<file path="config.mk">
export PLATFORM = sky130hd
export DESIGN_NAME = cntmr_unit
export DESIGN_NICKNAME = d
export VERILOG_FILES = /design/src/logic/cntmr_unit.v /design/src/logic/cntmr_channel.v
export VERILOG_INCLUDE_DIRS = /design/src /design/src/logic
export SDC_FILE = /design/constraint.sdc
export NUM_CORES = 1
export LEC_CHECK = 0
export BUFFER_PORTS_ARGS = -buffer_cell sky130_fd_sc_hd__buf_2
export CORE_MARGIN = 4
export CORE_UTILIZATION = 25
export DETAILED_ROUTE_END_ITERATION = 6
export GPL_ROUTABILITY_DRIVEN = 1
export MAX_ROUTING_LAYER = met4
export SYNTH_ARGS = -nofsm -noshare
export SYNTH_HDL_FRONTEND = slang
export SYNTH_SLANG_ARGS = --single-unit
</file>
<file path="constraint.sdc">
create_clock -name sys_clk -period 2.5 [get_ports sys_clk]
set_clock_uncertainty 0.15 [all_clocks]
set_input_delay 0.125 -clock sys_clk [delete_from_list [all_inputs] [get_ports sys_clk]]
set_output_delay 0.125 -clock sys_clk [all_outputs]
set_load 0.01 [all_outputs]
</file>
<file path="src/logic/cntmr_regs.vh">
// register layout and timing constants of the four-channel counter/timer
`ifndef CNTMR_REGS_VH
`define CNTMR_REGS_VH
`define CNTMR_CW_IRQ_EN      7
`define CNTMR_CW_COUNTER     6
`define CNTMR_CW_PRESC256    5
`define CNTMR_CW_RISING      4
`define CNTMR_CW_TRIG_START  3
`define CNTMR_CW_TC_FOLLOWS  2
`define CNTMR_CW_SW_RESET    1
`define CNTMR_CW_IS_CONTROL  0
`define CNTMR_CW_RESET       8'h00
`define CNTMR_VEC_RESET      5'h00
`define CNTMR_TC_RESET       8'h00
`define CNTMR_PRESC16_LAST   8'h0F
`define CNTMR_PRESC256_LAST  8'hFF
`define CNTMR_RETURN_FROM_IRQ_FIRST     8'hED
`define CNTMR_RETURN_FROM_IRQ_SECOND    8'h4D
`endif

</file>
<file path="src/logic/cntmr_unit.v">
// four-channel counter/timer with processor bus and daisy-chained vectored interrupts
// Function
// - after control word with bit 2 set, next channel write is the reload value.
// - reload byte covers 1..256; zero means 256.
// - new reload value waits until running counter reaches zero.
// - channel 0 write with bit 0 clear loads the vector register, unless a reload byte is owed to channel 0.
// - vector keeps bits 7..3; bits 2..1 carry the requesting channel number.
// - write is request and enable low with read high, latched at T3 edge.
// - read returns selected channel down-counter by T3 without wait states.
// - counter mode decrements on each synchronised active trigger edge.
// - zero-count output pulses right after the 1 to 0 step.
// - timer trigger starts timing on the second following clock edge.
// - zero count requests an interrupt only with the enable bit set.
// - an enabled channel requests on every zero count.
// - channel 0 highest priority; chain position sets device priority.
// - lower priority never interrupts higher priority still in service.
// - request status frozen while opcode fetch is active.
// - in acknowledge with chain-in active, top requester drives its vector.
// - return-from-irq bytes end service of the served channel, chain-out re-enabled.
`include "cntmr_regs.vh"
module cntmr_unit #(
	parameter CHANNELS = 4
) (
	// clock, reset, enable
	input  wire       sys_clk,
	input  wire       nrst,
	input  wire       clk_en,
	// processor bus
	input  wire       chip_enable_n,
	input  wire       io_request_n,
	input  wire       read_n,
	input  wire       opcode_fetch_n,
	input  wire       channel_select_lo,
	input  wire       channel_select_hi,
	input  wire [7:0] data_in,
	output reg  [7:0] data_out,
	output wire       data_oe,
	// interrupt daisy chain
	output wire       irq_n,
	input  wire       irq_chain_in,
	output wire       irq_chain_out,
	// channel pins
	input  wire [3:0] ext_count_trigger,
	output wire [3:0] zero_count_pulse
);

	// ********************
	// input synchronisers
	// ********************
	reg [3:0] trg_meta;
	reg [3:0] trg_sync;
	reg [5:0] bus_meta;
	reg [5:0] bus_sync;
	reg       iei_meta;
	reg       iei_sync;

	// pins come from outside the clock domain, two flops each
	always @(posedge sys_clk) begin
		if (!nrst) begin
			trg_meta <= 4'h0;
			trg_sync <= 4'h0;
			bus_meta <= 6'h3F;
			bus_sync <= 6'h3F;
			iei_meta <= 1'b0;
			iei_sync <= 1'b0;
		end else if (clk_en) begin
			trg_meta <= ext_count_trigger;
			trg_sync <= trg_meta;
			bus_meta <= {chip_enable_n, io_request_n, read_n, opcode_fetch_n, channel_select_hi, channel_select_lo};
			bus_sync <= bus_meta;
			iei_meta <= irq_chain_in;
			iei_sync <= iei_meta;
		end
	end

	wire       ce_n   = bus_sync[5];
	wire       io_request_n_n = bus_sync[4];
	wire       rd_n   = bus_sync[3];
	wire       m1_n   = bus_sync[2];
	wire [1:0] sel    = bus_sync[1:0];

	// ********************
	// bus cycle decode
	// ********************
	reg       cycle_seen;
	reg [7:0] wr_latch;
	reg [4:0] vector_base;
	reg       tc_due0;
	wire      io_active  = ~io_request_n_n & ~ce_n & m1_n;
	wire      wr_start   = io_active & rd_n & ~cycle_seen;
	wire      rd_active  = io_active & ~rd_n;
	wire      ack_active = ~io_request_n_n & ~m1_n;
	// a reload byte owed to channel 0 must not be mistaken for a vector
	wire      vec_write  = wr_start & (sel == 2'b00) & ~data_in[`CNTMR_CW_IS_CONTROL] & ~tc_due0;

	// one write per request, data captured on the first decode edge
	always @(posedge sys_clk) begin
		if (!nrst) begin
			cycle_seen  <= 1'b0;
			vector_base <= `CNTMR_VEC_RESET;
			tc_due0     <= 1'b0;
		end else if (clk_en) begin
			cycle_seen <= io_active;
			// mirrors the channel 0 reload expectation: set by control word, cleared by the next write
			if (wr_start && (sel == 2'b00))
				tc_due0 <= ~tc_due0 & data_in[`CNTMR_CW_IS_CONTROL] & data_in[`CNTMR_CW_TC_FOLLOWS];
			if (vec_write)
				vector_base <= data_in[7:3];
		end
	end

	// ********************
	// channels
	// ********************
	wire [7:0] cnt   [0:3];
	wire [3:0] zc;
	wire [3:0] ien;
	genvar g;
	generate
		for (g = 0; g < CHANNELS; g = g + 1) begin : ch
			cntmr_channel u_ch (
				.sys_clk     (sys_clk),
				.nrst        (nrst),
				.clk_en      (clk_en),
				.wr_stb      (wr_start & (sel == g) & ~vec_write),
				.wr_data     (data_in),
				.trig_sync   (trg_sync[g]),
				.count_value (cnt[g]),
				.zero_pulse  (zc[g]),
				.irq_enable  (ien[g])
			);
		end
	endgenerate
	assign zero_count_pulse = zc;

	// ********************
	// interrupt logic
	// ********************
	reg  [3:0] pending;
	reg  [3:0] zc_hold;
	reg  [3:0] in_service;
	reg        return_from_irq_half;
	reg        return_from_irq_seen;
	reg        fetch_done;
	reg        ack_hold;
	reg  [1:0] grant_ch;
	reg        grant_ok;
	reg        blocked;
	integer    i;

	// fixed priority: lowest channel number wins; a lower channel may nest over a higher one in service
	always @* begin
		grant_ch = 2'b00;
		grant_ok = 1'b0;
		blocked  = 1'b0;
		for (i = 0; i < 4; i = i + 1) begin
			blocked = blocked | in_service[i];
			if (pending[i] && !blocked && !grant_ok) begin
				grant_ch = i[1:0];
				grant_ok = 1'b1;
			end
		end
	end

	// answered once per acknowledge; the vector then stands until the cycle ends
	wire ack_win      = ack_active & iei_sync & grant_ok & ~ack_hold;
	wire fetch_strobe = ~m1_n & ~rd_n & io_request_n_n & ~fetch_done;

	// pending set at zero count, frozen during opcode fetch
	always @(posedge sys_clk) begin
		if (!nrst) begin
			pending    <= 4'h0;
			zc_hold    <= 4'h0;
			in_service <= 4'h0;
			return_from_irq_half  <= 1'b0;
			return_from_irq_seen  <= 1'b0;
			fetch_done <= 1'b0;
			ack_hold   <= 1'b0;
		end else if (clk_en) begin
			fetch_done <= ~m1_n & ~rd_n;
			ack_hold   <= ack_active & (ack_hold | ack_win);
			// zero counts in a fetch are parked, not lost, until the fetch ends
			if (m1_n) begin
				pending <= pending | zc_hold | (zc & ien);
				zc_hold <= 4'h0;
			end else
				zc_hold <= zc_hold | (zc & ien);
			if (ack_win) begin
				pending[grant_ch]    <= 1'b0;
				in_service[grant_ch] <= 1'b1;
			end
			// watch opcode bytes for the two-byte return sequence
			if (fetch_strobe) begin
				if (return_from_irq_half && data_in == `CNTMR_RETURN_FROM_IRQ_SECOND && iei_sync) begin
					return_from_irq_seen <= 1'b1;
					return_from_irq_half <= 1'b0;
				end else
					return_from_irq_half <= (data_in == `CNTMR_RETURN_FROM_IRQ_FIRST);
			end
			// service ends once the fetch is over, so request status stays frozen through it
			if (return_from_irq_seen && m1_n) begin
				// clear only the highest-priority channel in service
				in_service <= in_service & (in_service - 4'h1);
				return_from_irq_seen  <= 1'b0;
			end
		end
	end

	assign irq_n         = ~(grant_ok & iei_sync);
	assign irq_chain_out = iei_sync & (pending == 4'h0) & (in_service == 4'h0);

	// ********************
	// read data and vector output
	// ********************
	assign data_oe = rd_active | ack_win | ack_hold;

	// data registered; vector carries channel code in bits 2..1
	always @(posedge sys_clk) begin
		if (!nrst)
			data_out <= 8'h00;
		else if (clk_en) begin
			if (ack_win)
				data_out <= {vector_base, grant_ch, 1'b0};
			else if (!ack_hold)
				data_out <= cnt[sel];
		end
	end

endmodule

</file>
<file path="src/logic/cntmr_channel.v">
// one counter/timer channel: control word, reload value, prescaler and down-counter
`include "cntmr_regs.vh"
module cntmr_channel (
	// clock and reset
	input  wire       sys_clk,
	input  wire       nrst,
	input  wire       clk_en,
	// write strobe and data from the bus decoder
	input  wire       wr_stb,
	input  wire [7:0] wr_data,
	// synchronised trigger level
	input  wire       trig_sync,
	// status
	output reg  [7:0] count_value,
	output reg        zero_pulse,
	output wire       irq_enable
);

	reg [7:0] ctrl_word;
	reg [7:0] count_reload_value;
	reg       expect_tc;
	reg       running;
	reg       armed;
	reg       trig_prev;
	reg       start_pend;
	reg [7:0] presc;

	wire trig_edge = ctrl_word[`CNTMR_CW_RISING] ? (trig_sync & ~trig_prev) : (~trig_sync & trig_prev);
	wire counter_mode = ctrl_word[`CNTMR_CW_COUNTER];
	wire [7:0] presc_last = ctrl_word[`CNTMR_CW_PRESC256] ? `CNTMR_PRESC256_LAST : `CNTMR_PRESC16_LAST;
	wire tick = running & (counter_mode ? trig_edge : (presc == presc_last));
	assign irq_enable = ctrl_word[`CNTMR_CW_IRQ_EN];

	// register loads, start sequencing and counting
	always @(posedge sys_clk) begin
		if (!nrst) begin
			ctrl_word          <= `CNTMR_CW_RESET;
			count_reload_value <= `CNTMR_TC_RESET;
			expect_tc          <= 1'b0;
			running            <= 1'b0;
			armed              <= 1'b0;
			trig_prev          <= 1'b0;
			start_pend         <= 1'b0;
			presc              <= 8'h00;
			count_value        <= 8'h00;
			zero_pulse         <= 1'b0;
		end else if (clk_en) begin
			trig_prev  <= trig_sync;
			zero_pulse <= 1'b0;
			// timer start lands on the second clock after the trigger
			if (armed && trig_edge) begin
				armed      <= 1'b0;
				start_pend <= 1'b1;
			end
			if (start_pend) begin
				start_pend <= 1'b0;
				running    <= 1'b1;
				presc      <= 8'h00;
			end
			if (running && !counter_mode)
				presc <= (presc == presc_last) ? 8'h00 : presc + 8'h01;
			if (tick) begin
				// zero byte reloads as 256 since 8'h00 wraps a full cycle
				count_value <= count_value - 8'h01;
				if (count_value == 8'h01) begin
					zero_pulse  <= 1'b1;
					count_value <= count_reload_value;
				end
			end
			if (wr_stb) begin
				if (expect_tc) begin
					count_reload_value <= wr_data;
					expect_tc          <= 1'b0;
					// running channel keeps old count until it reaches zero
					if (!running) begin
						count_value <= wr_data;
						if (!counter_mode && ctrl_word[`CNTMR_CW_TRIG_START])
							armed <= 1'b1;
						else
							running <= 1'b1;
					end
				end else if (wr_data[`CNTMR_CW_IS_CONTROL]) begin
					ctrl_word <= wr_data;
					expect_tc <= wr_data[`CNTMR_CW_TC_FOLLOWS];
					if (wr_data[`CNTMR_CW_SW_RESET]) begin
						running    <= 1'b0;
						armed      <= 1'b0;
						start_pend <= 1'b0;
					end
				end
			end
		end
	end

endmodule

</file>
==> summary.md <==
| Metric | Value |
|---|---|
| Hold Violations, Final | `0` |
| Syn Std Cell Area | `0.00962 mm2` |
| Port buffer count | `36` |
| Tmin final | `2.43 ns` |
| Main synth FF type | `dfxtp_1` |
| DP HPWL | `19,300 um` |
| Netlist cell types | `74` |
| Worst skew pair latency | `0.44 ns` |
| Reg2reg end | `ch[1].u_ch.count_value[0]` |
| DR WL/cell | `16.1 um` |
| IO Pins | `37` |
| Filler cells | `4,037` |
| Commonest non-fill, non-tap cell in the layout | `dfxtp_1` |
| Rows | `71` |
| Max IR drop VDD | `0.355 mV` |
| Via-to-Cell Ratio | `5.09` |
| Bufs on Longest Clock Path | `2` |
| Syn avg cell area | `8.30 um2` |
| FMAX | `0.412 GHz` |
| Seq/Total Area, Yosys | `0.402` |
| Hold Path Sink | `ch[1].u_ch.count_reload_value[5]` |
| Largest net degree at the start of global routing | `74` |
| Hold path cells | `3` |
| Die W | `204 um` |
| Reg clk slew, reported paths | `0.08 ns` |
| Global placement routability congestion | `0.868` |
| Die ar. | `0.0417 mm2` |
| Core area | `0.0378 mm2` |
| First-pass GRT wire length | `45,200 um` |
| Initial antenna violation count | `0` |
| Starting Density | `0.254` |
| Critical Setup Path Class | `flip-flop to flip-flop` |
| Fin util | `0.302` |
| Max-cap viol count | `0` |
| Kind of end point of the critical path | `flip-flop` |
| Antenna Cells | `0` |
| Multi-input logic area | `0.00534 mm2` |
| Synthesized instance count | `1,158` |
| Final Setup Violations | `0` |
| Peak fanout along the critical path | `3` |
| Reg2Reg Launch Point | `ch[1].u_ch.presc[7]` |
| Drc violations | `0` |
| CP startpoint kind | `flip-flop` |
| Worst-margin pin slew | `0.835 ns` |
| Area growth, synth to finish | `18.9%` |
| Number of global-route vias before repair | `8,186` |
| Global route overflow | `0` |
| Power Density | `567 mW/mm2` |
| Drt pass-1 iters | `6` |
| Fin Setup TNS | `0 ns` |
| Overall power after layout | `6.49 mW` |
| Hold path start | `data_in[5]` |
| Layout Cells excl Fill | `1,747` |
| Total CTS buffers | `17` |
| Max-slew violation count | `0` |
| Max H-tree Level | `4` |
| R2R Setup Slk | `0.07 ns` |
| Placed cells | `1,695` |
| Number of DRC markers in iteration 0 | `745` |
| Slew HR | `0.443` |
| Hold crit path type | `primary input to flip-flop` |
| Num Clock Sinks | `193` |
| Root Driver | `clkbuf_16` |
| Number of synthesized flops with an enable pin | `0` |
| Post-synth ARST share | `0` |
| Number of register bits inferred by synthesis | `193` |
| Routed WL | `28,200 um` |
| Tcrit/Tclk final | `0.970` |
| Worst reg2reg path depth | `6` |
| Sequential cell area | `0.00386 mm2` |
| TritonCTS clock tree | `built` |
| Syn. warnings | `0` |
| Share of layout cells above drive strength 1 | `0.133` |
| Crit path DAT | `2.63 ns` |
| Syn Nets | `1,192` |
| Outcome | `finished, final reports clean` |
| Overall die height | `204 um` |
| Final nets | `1,257` |
| LEAKAGE | `4.27 nW` |
| Total Routing Usage GR | `0.137` |
| Routed Antenna Nets | `0` |
| Fin Hold WS | `0.0126 ns` |
| Worst endpoint required time | `2.70 ns` |
| Most frequent cells in the layout | `dfxtp_1, nor2_1, a21oi_1` |
| Via total after detailed routing | `8,897` |
| Worst setup path start | `ch[1].u_ch.presc[7]` |
## synthesized netlist by cell type (15+ instances only)
cell type	count	area, um2
o22ai_1	22	138
dfxtp_1	193	3860
a21oi_1	119	596
nand2b_1	24	150
nand3_1	31	155
nand2_1	103	387
nor3_1	28	140
nor2_1	157	589
inv_1	33	124
a221oi_1	15	131
a31oi_1	17	106
o21ai_0	64	320
mux2i_1	77	771
clkbuf_1	52	195
## worst max-delay path by stage
| stage | to | depth (start not counted) | slack [ns] |
|---|---|---|---|
| 2_1_floorplan | ch[1].u_ch.count_value[0] | 7 | 0.06 |
| 3_3_place_gp | ch[0].u_ch.running | 7 | 0.10 |
| 3_5_place_dp | ch[1].u_ch.count_value[0] | 6 | 0.12 |
| 4_1_cts | ch[1].u_ch.count_value[0] | 6 | 0.09 |
| 5_1_grt | ch[0].u_ch.running | 6 | -0.0009 |
| 6_report | ch[1].u_ch.count_value[0] | 6 | 0.07 |
## power by group
group / total (mW) / switching, mW / internal, mW / leakage (nW)
sequential: 3.13 / 0.0303 / 3.10 / 1.56
clock: 2.97 / 1.29 / 1.68 / 0.307
combinational: 0.383 / 0.247 / 0.137 / 2.40
## state kept, by name, summed over array words and instances, names as in the netlist, 4 cells and up
name and flops:
ch.u_ch.expect_tc 4, in_service 4, pending 4, trg_meta 4
bus_meta 6, bus_sync 6, ch.u_ch.running 4, ch.u_ch.trig_prev 4
ch.u_ch.zero_pulse 4, trg_sync 4, ch.u_ch.count_value 32, ch.u_ch.count_reload_value 32
ch.u_ch.start_pend 4, data_out 8, ch.u_ch.presc 32, vector_base 5
zc_hold 4, ch.u_ch.armed 4, ch.u_ch.ctrl_word 20
## cell families (layout without fill, tap and decap cells)
kind of cell    count (synthesis)  in the layout  synth area share
simple gates                  445            445             0.225
compound gates                308            308             0.197
flops                         193            193             0.402
buf+inv                        99            177            0.0457
mux                            92             92             0.107
fa+ha+maj                      12             12            0.0156
xor+xnor                        9              9           0.00820
## stage by stage
| step | worst slack, ns | instance area [um2] |
|---|---|---|
| 5_1_grt | -0.000942 | 11400 |
| 4_1_cts | 0.0906 | 11400 |
| 2_1_floorplan | 0.0630 | 9620 |
| 6_report | 0.0738 | 11400 |
| 3_3_place_gp | 0.101 | 10600 |
| 3_5_place_dp | 0.117 | 10600 |
## routing by layer
layer  routed length (um)  track usage  vias to the layer above  part of all wire
met5                    0            -                        -                 0
met4                  535       0.0354                        0             0.019
met3                 1270       0.0230                       36             0.045
met2                13200        0.217                      230              0.47
met1                13200        0.183                     4297              0.47
li1                     -            -                     4334                 -
## worst max-delay path, stage by stage (launching register included)
cell	delay (ns)
dfxtp_2	0.33
or4_4	0.51
o22a_1	0.20
o32a_1	0.37
o31a_1	0.23
or4_1	0.46
o31ai_1	0.08
## what timing repair did
action                                 4_1_cts  5_1_grt
setup endpoints to repair                    0        7
resized for setup                            0        7
setup buffers                                0        2
endpoints found under the hold margin       39        0
hold buffers                                18        0
## final cells by class
cell class / instances / area share
Clock buffer: 20 / 0.0408
Clock inverter: 12 / 0.0150
Inverter: 33 / 0.0111
Multi-Input combinational cell: 866 / 0.467
Sequential cell: 193 / 0.338
Tap cell: 511 / 0.0559
Timing Repair Buffer: 112 / 0.0720
Note: power is estimated with default switching activity, not from simulation.
